**src/design/pwr_fail_pkg.sv**
```systemverilog
/*
 * Shared constants for the power-failure status and restart-policy block:
 * register offsets, field positions, reset values and sleep-state codes.
 * Assumes a byte-addressed configuration space with 8-bit offsets.
 */
package pwr_fail_pkg;

  // ************************************************************
  // Configuration offsets and widths
  // ************************************************************
  localparam int ADDR_W = 8;
  localparam int DATA_W = 16;
  localparam logic [ADDR_W-1:0] OFF_POWER_OK_FAIL_STATUS = 8'hA2;
  localparam logic [ADDR_W-1:0] OFF_BATTERY_FAIL_AND_RESTART_POLICY = 8'hA4;

  // ************************************************************
  // Field positions and reset values
  // ************************************************************
  localparam int BIT_POWER_GOOD_FAIL = 0;
  localparam int BIT_AFTER_POWER_LOSS_POLICY = 0;
  localparam int BIT_TRICKLE_FAIL = 1;
  localparam int BIT_BATTERY_LOSS = 2;
  localparam logic RST_POWER_GOOD_FAIL = 1'b0;
  localparam logic RST_BATTERY_LOSS = 1'b0;
  localparam logic RST_TRICKLE_FAIL = 1'b0;
  localparam logic RST_POLICY = 1'b0;
  localparam logic [DATA_W-1:0] RDATA_ZERO = 16'h0000;

  // ************************************************************
  // Wake sources
  // ************************************************************
  localparam int WAKE_W = 8;

  // ************************************************************
  // Sleep-state codes shared with the sequencer
  // ************************************************************
  typedef enum logic [2:0] {
    STATE_S0 = 3'h0,
    STATE_S1 = 3'h1,
    STATE_S3 = 3'h3,
    STATE_S4 = 3'h4,
    STATE_S5 = 3'h5,
    STATE_G3 = 3'h7
  } sleep_state_e;

endpackage

```
**src/design/power_fail_status_recovery.sv**
```systemverilog
/*
 * Power-failure status and after-power-loss restart policy.
 * Holds the power-good failure flag, battery-loss and trickle-failure
 * flags and the restart policy bit, reached through a byte-enabled
 * configuration access port at offsets A2h and A4h.
 * Assumes all platform inputs and the sleep-state code are synchronous
 * to clk_sys, and that the surrounding sequencer acts on the restart
 * request and internal resume reset that this block produces.
 */
// Operation
// - Power-good falling in S0 or S1 sets the power-good failure flag.
// - That flag clears on a written one or on entering G3.
// - Power-good low drives the internal resume reset, not a full failure.
// - Power-good loss with resume reset high reboots to S0, ignoring policy.
// - Resume reset low before power-good returns means full failure, follows policy.
// - Battery-loss flag set while the clock-well reset is low.
// - Battery-loss flag clears when software writes zero to it.
// - Trickle-failure flag set when the resume-well reset asserts.
// - Trickle flag clears on written one; clock-well reset and the system reset also clear it.
// - Policy zero restarts to S0; one to S5, or S4 if previously S4.
// - Policy bit cleared by a written zero, a reset-control write or clock-well reset.
// - In S5 after power failure only power button or kept enables wake.
module power_fail_status_recovery (
  // Clock and reset
  input wire logic clk_sys,
  input wire logic arst_n,
  // Configuration access port
  input wire logic [pwr_fail_pkg::ADDR_W-1:0] cfg_addr,
  input wire logic cfg_wr,
  input wire logic cfg_rd,
  input wire logic [1:0] cfg_be,
  input wire logic [pwr_fail_pkg::DATA_W-1:0] cfg_wdata,
  output logic [pwr_fail_pkg::DATA_W-1:0] cfg_rdata,
  output logic cfg_rvalid,
  // Reset control port write strobe
  input wire logic reset_ctrl_wr,
  // Platform power and reset inputs
  input wire logic power_good_in,
  input wire logic resume_well_reset_n,
  input wire logic clock_well_reset_n,
  // Sleep state from the sequencer
  input wire logic [2:0] sleep_state,
  // Wake sources
  input wire logic power_button_in,
  input wire logic [pwr_fail_pkg::WAKE_W-1:0] wake_in,
  input wire logic [pwr_fail_pkg::WAKE_W-1:0] wake_en,
  input wire logic [pwr_fail_pkg::WAKE_W-1:0] wake_en_kept,
  // Results to the sequencer
  output logic internal_resume_reset_n,
  output logic restart_req,
  output logic [2:0] restart_state,
  output logic wake_req,
  // Status mirrors
  output logic power_good_fail_flag,
  output logic battery_loss_flag,
  output logic trickle_fail_flag,
  output logic after_power_loss_policy
);

  logic rst_n;

  reset_release_sync u_reset_sync (
    .clk(clk_sys),
    .arst_n(arst_n),
    .rst_n(rst_n)
  );

  // ************************************************************
  // Access decode
  // ************************************************************
  logic wr_a2_lo;
  logic wr_a4;
  logic rd_hit_a2;
  logic rd_hit_a4;

  assign wr_a2_lo = cfg_wr && cfg_be[0] && (cfg_addr == pwr_fail_pkg::OFF_POWER_OK_FAIL_STATUS);
  assign wr_a4 = cfg_wr && cfg_be[0] &&
                 (cfg_addr == pwr_fail_pkg::OFF_BATTERY_FAIL_AND_RESTART_POLICY);
  assign rd_hit_a2 = cfg_addr == pwr_fail_pkg::OFF_POWER_OK_FAIL_STATUS;
  assign rd_hit_a4 = cfg_addr == pwr_fail_pkg::OFF_BATTERY_FAIL_AND_RESTART_POLICY;

  // ************************************************************
  // Event detection
  // ************************************************************
  logic power_good_q;
  logic resume_reset_n_q;
  logic pg_fall;
  logic pg_rise;
  logic resume_fall;
  logic in_s0_s1;

  assign pg_fall = power_good_q && !power_good_in;
  assign pg_rise = !power_good_q && power_good_in;
  assign resume_fall = resume_reset_n_q && !resume_well_reset_n;
  assign in_s0_s1 = (sleep_state == pwr_fail_pkg::STATE_S0) ||
                    (sleep_state == pwr_fail_pkg::STATE_S1);

  // ************************************************************
  // Status and policy bits
  // ************************************************************
  logic next_power_good_fail_flag;
  logic next_battery_loss_flag;
  logic next_trickle_fail_flag;
  logic next_after_power_loss_policy;

  always_comb begin
    next_power_good_fail_flag = power_good_fail_flag;
    next_battery_loss_flag = battery_loss_flag;
    next_trickle_fail_flag = trickle_fail_flag;
    next_after_power_loss_policy = after_power_loss_policy;
    if ((wr_a2_lo && cfg_wdata[pwr_fail_pkg::BIT_POWER_GOOD_FAIL]) ||
        (sleep_state == pwr_fail_pkg::STATE_G3)) begin
      next_power_good_fail_flag = 1'b0;
    end
    if (pg_fall && in_s0_s1) begin
      next_power_good_fail_flag = 1'b1;
    end
    if (wr_a4 && !cfg_wdata[pwr_fail_pkg::BIT_BATTERY_LOSS]) begin
      next_battery_loss_flag = 1'b0;
    end
    if (wr_a4 && cfg_wdata[pwr_fail_pkg::BIT_TRICKLE_FAIL]) begin
      next_trickle_fail_flag = 1'b0;
    end
    if (resume_fall) begin
      next_trickle_fail_flag = 1'b1;
    end
    if (wr_a4) begin
      next_after_power_loss_policy = cfg_wdata[pwr_fail_pkg::BIT_AFTER_POWER_LOSS_POLICY];
    end
    if (reset_ctrl_wr) begin
      next_after_power_loss_policy = 1'b0;
    end
    // Clock-well reset dominates everything in that well
    if (!clock_well_reset_n) begin
      next_battery_loss_flag = 1'b1;
      next_trickle_fail_flag = pwr_fail_pkg::RST_TRICKLE_FAIL;
      next_after_power_loss_policy = pwr_fail_pkg::RST_POLICY;
    end
  end

  // Bits below model battery-backed storage; the system reset loads their
  // reset values, then config writes, power-good and resume events, G3, the clock-well reset and reset-control write change them.
  always_ff @(posedge clk_sys or negedge rst_n) begin
    if (!rst_n) begin
      power_good_fail_flag <= pwr_fail_pkg::RST_POWER_GOOD_FAIL;
      battery_loss_flag <= pwr_fail_pkg::RST_BATTERY_LOSS;
      trickle_fail_flag <= pwr_fail_pkg::RST_TRICKLE_FAIL;
      after_power_loss_policy <= pwr_fail_pkg::RST_POLICY;
    end else begin
      power_good_fail_flag <= next_power_good_fail_flag;
      battery_loss_flag <= next_battery_loss_flag;
      trickle_fail_flag <= next_trickle_fail_flag;
      after_power_loss_policy <= next_after_power_loss_policy;
    end
  end

  // ************************************************************
  // Power-loss episode and restart choice
  // ************************************************************
  logic loss_active;
  logic full_failure;
  logic [2:0] state_at_loss;
  logic post_fail_s5;
  logic next_loss_active;
  logic next_full_failure;
  logic [2:0] next_state_at_loss;
  logic next_post_fail_s5;
  logic next_restart_req;
  logic [2:0] next_restart_state;

  always_comb begin
    next_loss_active = loss_active;
    next_full_failure = full_failure;
    next_state_at_loss = state_at_loss;
    next_post_fail_s5 = post_fail_s5;
    next_restart_req = 1'b0;
    next_restart_state = restart_state;
    if (pg_fall) begin
      next_loss_active = 1'b1;
      next_full_failure = !resume_well_reset_n;
      next_state_at_loss = sleep_state;
    end
    if (loss_active && !resume_well_reset_n) begin
      next_full_failure = 1'b1;
    end
    if (loss_active && pg_rise) begin
      next_loss_active = 1'b0;
      next_restart_req = 1'b1;
      if (full_failure || !resume_well_reset_n) begin
        if (!after_power_loss_policy) begin
          next_restart_state = pwr_fail_pkg::STATE_S0;
        end else if (state_at_loss == pwr_fail_pkg::STATE_S4) begin
          next_restart_state = pwr_fail_pkg::STATE_S4;
        end else begin
          next_restart_state = pwr_fail_pkg::STATE_S5;
          next_post_fail_s5 = 1'b1;
        end
      end else begin
        next_restart_state = pwr_fail_pkg::STATE_S0;
      end
    end else if (post_fail_s5 && !loss_active &&
                 (sleep_state != pwr_fail_pkg::STATE_S5) && !restart_req) begin
      next_post_fail_s5 = 1'b0;
    end
  end

  always_ff @(posedge clk_sys or negedge rst_n) begin
    if (!rst_n) begin
      loss_active <= 1'b0;
      full_failure <= 1'b0;
      state_at_loss <= pwr_fail_pkg::STATE_S0;
      post_fail_s5 <= 1'b0;
      restart_req <= 1'b0;
      restart_state <= pwr_fail_pkg::STATE_S0;
    end else begin
      loss_active <= next_loss_active;
      full_failure <= next_full_failure;
      state_at_loss <= next_state_at_loss;
      post_fail_s5 <= next_post_fail_s5;
      restart_req <= next_restart_req;
      restart_state <= next_restart_state;
    end
  end

  // ************************************************************
  // Internal reset, wake and read-back
  // ************************************************************
  logic next_internal_resume_reset_n;
  logic next_wake_req;
  logic [pwr_fail_pkg::DATA_W-1:0] next_cfg_rdata;

  always_comb begin
    // power-good low acts as resume reset
    next_internal_resume_reset_n = power_good_in && resume_well_reset_n;
    if (post_fail_s5) begin
      next_wake_req = power_button_in || |(wake_in & wake_en_kept);
    end else begin
      next_wake_req = power_button_in || |(wake_in & wake_en);
    end
    next_cfg_rdata = pwr_fail_pkg::RDATA_ZERO;
    if (rd_hit_a2) begin
      next_cfg_rdata[pwr_fail_pkg::BIT_POWER_GOOD_FAIL] = power_good_fail_flag;
    end else if (rd_hit_a4) begin
      next_cfg_rdata[pwr_fail_pkg::BIT_BATTERY_LOSS] = battery_loss_flag;
      next_cfg_rdata[pwr_fail_pkg::BIT_TRICKLE_FAIL] = trickle_fail_flag;
      next_cfg_rdata[pwr_fail_pkg::BIT_AFTER_POWER_LOSS_POLICY] = after_power_loss_policy;
    end
  end

  always_ff @(posedge clk_sys or negedge rst_n) begin
    if (!rst_n) begin
      power_good_q <= 1'b0;
      resume_reset_n_q <= 1'b0;
      internal_resume_reset_n <= 1'b0;
      wake_req <= 1'b0;
      cfg_rdata <= pwr_fail_pkg::RDATA_ZERO;
      cfg_rvalid <= 1'b0;
    end else begin
      power_good_q <= power_good_in;
      resume_reset_n_q <= resume_well_reset_n;
      internal_resume_reset_n <= next_internal_resume_reset_n;
      wake_req <= next_wake_req;
      cfg_rvalid <= cfg_rd;
      if (cfg_rd) begin
        cfg_rdata <= next_cfg_rdata;
      end
    end
  end

endmodule // power_fail_status_recovery

```
**src/design/reset_release_sync.sv**
```systemverilog
/*
 * Two-flop release synchroniser for an active-low asynchronous reset.
 * Assumes the reset source may deassert at any time relative to clk.
 */
module reset_release_sync (
  // Clock and raw reset
  input wire logic clk,
  input wire logic arst_n,
  // Synchronised reset
  output logic rst_n
);

  logic stage_one;

  // First stage feeds only the second stage
  always_ff @(posedge clk or negedge arst_n) begin
    if (!arst_n) begin
      stage_one <= 1'b0;
      rst_n <= 1'b0;
    end else begin
      stage_one <= 1'b1;
      rst_n <= stage_one;
    end
  end

endmodule // reset_release_sync
```
**config.mk**
```make
export PLATFORM = sky130hd
export DESIGN_NAME = power_fail_status_recovery
export DESIGN_NICKNAME = d
export VERILOG_FILES = /design/src/design/pwr_fail_pkg.sv /design/src/design/power_fail_status_recovery.sv /design/src/design/reset_release_sync.sv
export SDC_FILE = /design/constraint.sdc
export NUM_CORES = 1
export LEC_CHECK = 0
export BUFFER_PORTS_ARGS = -buffer_cell sky130_fd_sc_hd__buf_2
export CAP_MARGIN = 5
export CORE_UTILIZATION = 39
export DETAILED_ROUTE_END_ITERATION = 10
export MAX_ROUTING_LAYER = met4
export PLACE_DENSITY = 0.8
export SYNTH_ARGS = -nofsm -noshare
export SYNTH_HDL_FRONTEND = slang
export SYNTH_HIERARCHICAL = 1
export SYNTH_SLANG_ARGS = --single-unit
```
**constraint.sdc**
```tcl
create_clock -name clk_sys -period 1 [get_ports clk_sys]
set_clock_uncertainty 0.2 [all_clocks]
set_input_delay 0.2 -clock clk_sys [delete_from_list [all_inputs] [get_ports clk_sys]]
set_output_delay 0.2 -clock clk_sys [all_outputs]
set_load 0.01 [all_outputs]
```
# After elaboration in Yosys (flattened, before gate mapping)
# Cells that the tools add are included.
# totals
ff_bits,24
input_bits,62
out_inout_bits,27
wordCells,94
# classes
n_eq_ne,12
n_mux,27
bitwise,2
reduce_logical,35
# ops
cell,count
two-way mux 1 bit,23
bitwise AND 8 bit,2
equality test 8 bit (second input constant),2
logical AND 1 bit,16
OR reduction 8 bit,2
two-way mux 3 bit,3
nonzero test 2 bit,4
equality test 3 bit (second input constant),2
zero test 1 bit,6
logical OR 1 bit,5
inequality test 2 x 1 -> 1 bit (second input constant),2
inequality test 2 bit (second input constant),2
AND reduction 4 bit,1
equality test 3 x 1 -> 1 bit (second input constant),1
zero test 3 bit,1
inequality test 3 x 1 -> 1 bit (second input constant),1
inequality test 3 x 2 -> 1 bit (second input constant),1
inequality test 3 bit (second input constant),1
two-way mux 2 bit,1

# Depth between registers and ports, before layout
# depth
depth_word,6
ltp_mapped,4
mapped_depth_nobuf,4

# Cells and area by module
# Netlist, hierarchy kept.
# modules_own_cells
module,instances,cells_each,area_each_um2,seq_area_each_um2
power_fail_status_recovery,1,111,1076.0,525.5
reset_release_sync,1,3,53.8,50.0

# Worst setup path before layout
# OpenSTA, ideal clock, no wires.
# synth_timing
kind,register to register
start,register after_power_loss_policy
end,register cfg_rdata[0] (netlist bit)
setup_ns,0.125
arrival_ns,0.912
required_time_ns,0.675
slack_ns,-0.237
path_stages_with_launch,5
path_buffers,0
period_less_slack_ns,1.237
path_cell_list,dfrtp_1 nand2_1 a2bb2oi_1 nor2_1 mux2_2
# synth_via
elab_chain_len,2
# synth_lines
element,line,source
"start, declared",power_fail_status_recovery.sv:57,output logic after_power_loss_policy
"start signal, assigned",power_fail_status_recovery.sv:148,after_power_loss_policy <= pwr_fail_pkg::RST_POLICY;
"start signal, assigned",power_fail_status_recovery.sv:153,after_power_loss_policy <= next_after_power_loss_policy;
two-way mux 3 bit,power_fail_status_recovery.sv:243,end else if (rd_hit_a4) begin
two-way mux 1 bit,power_fail_status_recovery.sv:241,if (rd_hit_a2) begin
"end signal, assigned",power_fail_status_recovery.sv:256,cfg_rdata <= pwr_fail_pkg::RDATA_ZERO;
"end signal, assigned",power_fail_status_recovery.sv:265,cfg_rdata <= next_cfg_rdata;
"end, declared",power_fail_status_recovery.sv:33,"output logic [pwr_fail_pkg::DATA_W-1:0] cfg_rdata,"
# No other way between the ends.
# A chain may end at the register's enable or synchronous reset.

# Final worst setup path
# layout_timing
start,register after_power_loss_policy
end,output after_power_loss_policy
# No word-level cell between the ends.

==> impl_metrics.prom <==
# TYPE chip_impl_metric gauge
chip_impl_metric{name="synth_edf_count",unit=""} 0
chip_impl_metric{name="routed_wire_length",unit="mm"} 3.24
chip_impl_metric{name="cp_data_arrival_time",unit="ns"} 1.02
chip_impl_info{name="hold_start",value="cfg_wdata[2]"} 1
chip_impl_info{name="largestRegisters",value="cfg_rdata (3), state_at_loss (3), restart_state (2)"} 1
chip_impl_info{name="timing.critical_path.from_type",value="flip-flop"} 1
chip_impl_metric{name="worst-endpoint-required",unit="ns"} 0.60
chip_impl_metric{name="ys_seq_area_frac",unit=""} 0.509
chip_impl_metric{name="via_count_of_the_first_global_routing_pass",unit=""} 1202
chip_impl_metric{name="post_route_cells_drive_above_1_share",unit=""} 0.527
chip_impl_metric{name="fmaxAchievable",unit="MHz"} 705
chip_impl_metric{name="crit_buf_inv",unit=""} 2
chip_impl_metric{name="final_total_pwr",unit="W"} 0.00191
chip_impl_info{name="tritoncts",value="done"} 1
chip_impl_metric{name="detail-route-antenna-nets",unit=""} 0
chip_impl_metric{name="diode_count",unit=""} 0
chip_impl_metric{name="post-route-period-util",unit=""} 1.42
chip_impl_metric{name="die_area",unit="um2"} 3120
chip_impl_metric{name="cts.path.max_buffers",unit=""} 2
chip_impl_metric{name="portBuffers",unit=""} 60
chip_impl_metric{name="flow.area_growth_from_synthesis",unit="%"} 64.8
chip_impl_info{name="run_status",value="finished with violations"} 1
chip_impl_metric{name="vias_per_cell",unit=""} 4.98
chip_impl_metric{name="global_route.overflow_total",unit=""} 0
chip_impl_info{name="synthTopCellsByArea",value="sky130_fd_sc_hd__dfrtp_1 51%, sky130_fd_sc_hd__buf_4 9.3%, sky130_fd_sc_hd__nand2_1 9.0%, sky130_fd_sc_hd__o21ai_0 2.2%, sky130_fd_sc_hd__nor4b_4 2.1%"} 1
chip_impl_metric{name="powerDensity",unit="nW/um2"} 1030
chip_impl_metric{name="layoutNonFillerInstCount",unit=""} 238
chip_impl_metric{name="postSynth.asyncResetShare",unit=""} 1.00
chip_impl_metric{name="ys_seq_elements",unit=""} 23
chip_impl_metric{name="synth_area_per_cell",unit="um2"} 9.91
chip_impl_metric{name="detailroute.via_count",unit=""} 1185
chip_impl_metric{name="layout_min_cycle_time",unit="ns"} 1.42
chip_impl_metric{name="largest_stage_delay_on_the_critical_path",unit="ns"} 0.44
chip_impl_metric{name="dpl_worst_slack",unit="ns"} -0.502
chip_impl_metric{name="report.final.setup_viol",unit=""} 28
chip_impl_metric{name="final-hold-violation-count",unit=""} 7
chip_impl_metric{name="place.detailed.instances",unit=""} 216
chip_impl_info{name="synth_ff_type",value="sky130_fd_sc_hd__dfrtp_1"} 1
chip_impl_info{name="grt_setup_unrepaired",value="true"} 1
chip_impl_info{name="synth.most_common_cell",value="sky130_fd_sc_hd__nand2_1"} 1
chip_impl_metric{name="num-nets-final",unit=""} 270
chip_impl_metric{name="fp.dieW",unit="um"} 55.8
chip_impl_info{name="rr_endpoint",value="after_power_loss_policy"} 1
chip_impl_metric{name="rr_worst_depth",unit=""} 5
chip_impl_info{name="synth.cells.most_frequent",value="27 x sky130_fd_sc_hd__nand2_1, 23 x sky130_fd_sc_hd__dfrtp_1, 14 x sky130_fd_sc_hd__buf_4"} 1
chip_impl_metric{name="detail_route.iter0.violations",unit=""} 30
chip_impl_metric{name="std_cell_rows",unit=""} 19
chip_impl_metric{name="cells_after_synth",unit=""} 114
chip_impl_metric{name="wire_length_per_cell",unit="um"} 13.6
chip_impl_metric{name="ir_drop",unit="mV"} 0.954
chip_impl_info{name="synth.largest_area_cell",value="sky130_fd_sc_hd__dfrtp_1"} 1
chip_impl_info{name="worstSetupStartpoint",value="after_power_loss_policy"} 1
chip_impl_info{name="worst_hold_path_type",value="primary input to flip-flop"} 1
chip_impl_metric{name="io-pin-count",unit=""} 89
chip_impl_metric{name="setup_slack",unit="ns"} -0.418
chip_impl_metric{name="core_area",unit="um2"} 2760
chip_impl_metric{name="numCtsBuffers",unit=""} 3
chip_impl_info{name="cts.root.buffer_cell",value="sky130_fd_sc_hd__clkbuf_4"} 1
chip_impl_metric{name="netlist.area_leader.share",unit=""} 0.509
chip_impl_metric{name="max_cap_viol_count",unit=""} 0
chip_impl_info{name="path_delay_family",value="flip-flops"} 1
chip_impl_metric{name="final_core_utilization",unit=""} 0.675
chip_impl_metric{name="cts.sinks",unit=""} 23
chip_impl_metric{name="grt_use_total",unit=""} 0.227
chip_impl_info{name="crit_path_top_delay_cell",value="sky130_fd_sc_hd__dfrtp_1"} 1
chip_impl_info{name="violated_checks",value="hold timing, setup timing"} 1
chip_impl_info{name="critPathKind",value="flip-flop to primary output"} 1
chip_impl_info{name="worstSetupEndpoint",value="after_power_loss_policy"} 1
chip_impl_info{name="timing.critical_path.mode_cell",value="sky130_fd_sc_hd__buf_6"} 1
chip_impl_metric{name="synthesis.yosys.warnings",unit=""} 6
chip_impl_metric{name="initial_core_utilization",unit=""} 0.410
chip_impl_metric{name="clock_slew_seen_by_the_registers_of_the_worst_setup_and_hold_paths",unit="ns"} 0.13
chip_impl_metric{name="drc",unit=""} 0
chip_impl_metric{name="finalWeightedCongestion",unit=""} 0.817
chip_impl_info{name="path_cells",value="buf_6 > buf_6"} 1
chip_impl_metric{name="cts_htree_levels",unit=""} 1
chip_impl_metric{name="critical_path_cell_count",unit=""} 2
chip_impl_metric{name="final.hold.worst_slack",unit="ns"} -0.103
chip_impl_metric{name="global_route_wire_length_before_repair",unit="mm"} 5.39
chip_impl_metric{name="grt_max_degree",unit=""} 22
chip_impl_metric{name="timing_max_transition_violations_final",unit=""} 0
chip_impl_metric{name="regToRegSetupSlack",unit="ns"} -0.37
chip_impl_info{name="critical_path.endpoint_type",value="primary output"} 1
chip_impl_metric{name="clk-insertion-delay-late",unit="ns"} 0.32
chip_impl_metric{name="min_path_cells",unit=""} 3
chip_impl_metric{name="antenna_found_initial",unit=""} 0
chip_impl_metric{name="synth.lib_cells_used.distinct",unit=""} 31
chip_impl_metric{name="die_y",unit="um"} 55.8
chip_impl_metric{name="drt-pass1-iter-count",unit=""} 5
chip_impl_info{name="r2r_path_start",value="after_power_loss_policy"} 1
chip_impl_metric{name="cp_max_fo",unit=""} 3
chip_impl_metric{name="netlist_area_pre_place",unit="um2"} 1130
chip_impl_metric{name="place.detailed.hpwl",unit="mm"} 2.13
chip_impl_metric{name="power.leakage",unit="nW"} 0.989
## worst min-delay path, delay by kind of cell
| family | cells | cell delay [ns] |
|---|---|---|
| buffers and inverters | 1 | 0.09 |
| AO/OA/AOI/OAI | 1 | 0.05 |
| AND/OR/NAND/NOR | 1 | 0.05 |
## where the power goes
group | total [W] | switching (W) | internal [W] | leakage (nW)
logic | 0.000461 | 0.000205 | 0.000257 | 0.687
registers | 0.00101 | 0.0000355 | 0.000978 | 0.283
clock network | 0.000439 | 0.000289 | 0.000150 | 0.0177
total | 0.00191 | 0.000529 | 0.00138 | 0.989
## layout by cell type (no fill, tap or decap), types with 2 or more instances in the layout
master	synthesis	layout
sky130_fd_sc_hd__nand3b_1	2	2
sky130_fd_sc_hd__conb_1	2	15
sky130_fd_sc_hd__nor2_1	4	4
sky130_fd_sc_hd__o22ai_2	0	2
sky130_fd_sc_hd__clkbuf_4	0	3
sky130_fd_sc_hd__a22oi_1	3	3
sky130_fd_sc_hd__o21ai_1	0	2
sky130_fd_sc_hd__a222oi_1	2	2
sky130_fd_sc_hd__inv_1	6	5
sky130_fd_sc_hd__buf_6	0	14
sky130_fd_sc_hd__buf_4	14	13
sky130_fd_sc_hd__buf_2	0	54
sky130_fd_sc_hd__nand3_1	2	2
sky130_fd_sc_hd__nand2_2	0	7
sky130_fd_sc_hd__dlygate4sd3_1	0	6
sky130_fd_sc_hd__nand2_1	27	20
sky130_fd_sc_hd__dfrtp_1	23	23
sky130_fd_sc_hd__o21ai_2	0	2
sky130_fd_sc_hd__dlymetal6s4s_1	0	2
## metal layers
metal  track usage  up-vias  wire [um]
met3        0.0419       15        137
met1         0.255      562       1220
met5             -        -          0
met2         0.389       49       1740
li1              -      559          -
met4         0.115        0        135
## worst min path at each step
stage                                    to  slack, ns
floorplan                u_reset_sync/rst_n      -0.30
global placement         u_reset_sync/rst_n      -0.21
detailed placement       u_reset_sync/rst_n      -0.21
CTS                 after_power_loss_policy      -0.18
global route              battery_loss_flag      -0.09
finish                    battery_loss_flag      -0.10
## per-stage QoR
step | setup TNS, ns | area [um2]
6_report | -6.19 | 1860
5_1_grt | -7.34 | 1860
4_1_cts | -5.92 | 1760
3_5_place_dp | -3.91 | 1530
3_3_place_gp | -3.40 | 1530
2_1_floorplan | -1.58 | 1190
## cells by family (layout without fill, tap and decap cells)
group | Yosys count | in the layout | synth area share
simple gates | 43 | 43 | 0.192
compound gates | 23 | 23 | 0.152
flops | 23 | 23 | 0.509
buf+inv | 20 | 100 | 0.113
other cells | 2 | 15 | 0.00665
mux | 2 | 2 | 0.0188
fa+ha+maj | 1 | 1 | 0.00886
## final cells by class
class                      instances  area (um2)
multi-input combinational         84         567
inverter                           6        22.5
timing repair buffer              90         631
clock inverter                     1        5.00
tap                               31        38.8
fill                             228         896
sequential                        23         576
clock buffer                       3        22.5
## repair_timing
item / CTS / global route
endpoints found under the hold margin: 15 / 7
resized for setup: 20 / 16
endpoints found under the setup margin: 28 / 31
setup buffers: 6 / 4
pin swaps: 19 / 18
hold buffers: 7 / 1
gates cloned: 0 / 0
(Power assumes the default switching activity.)
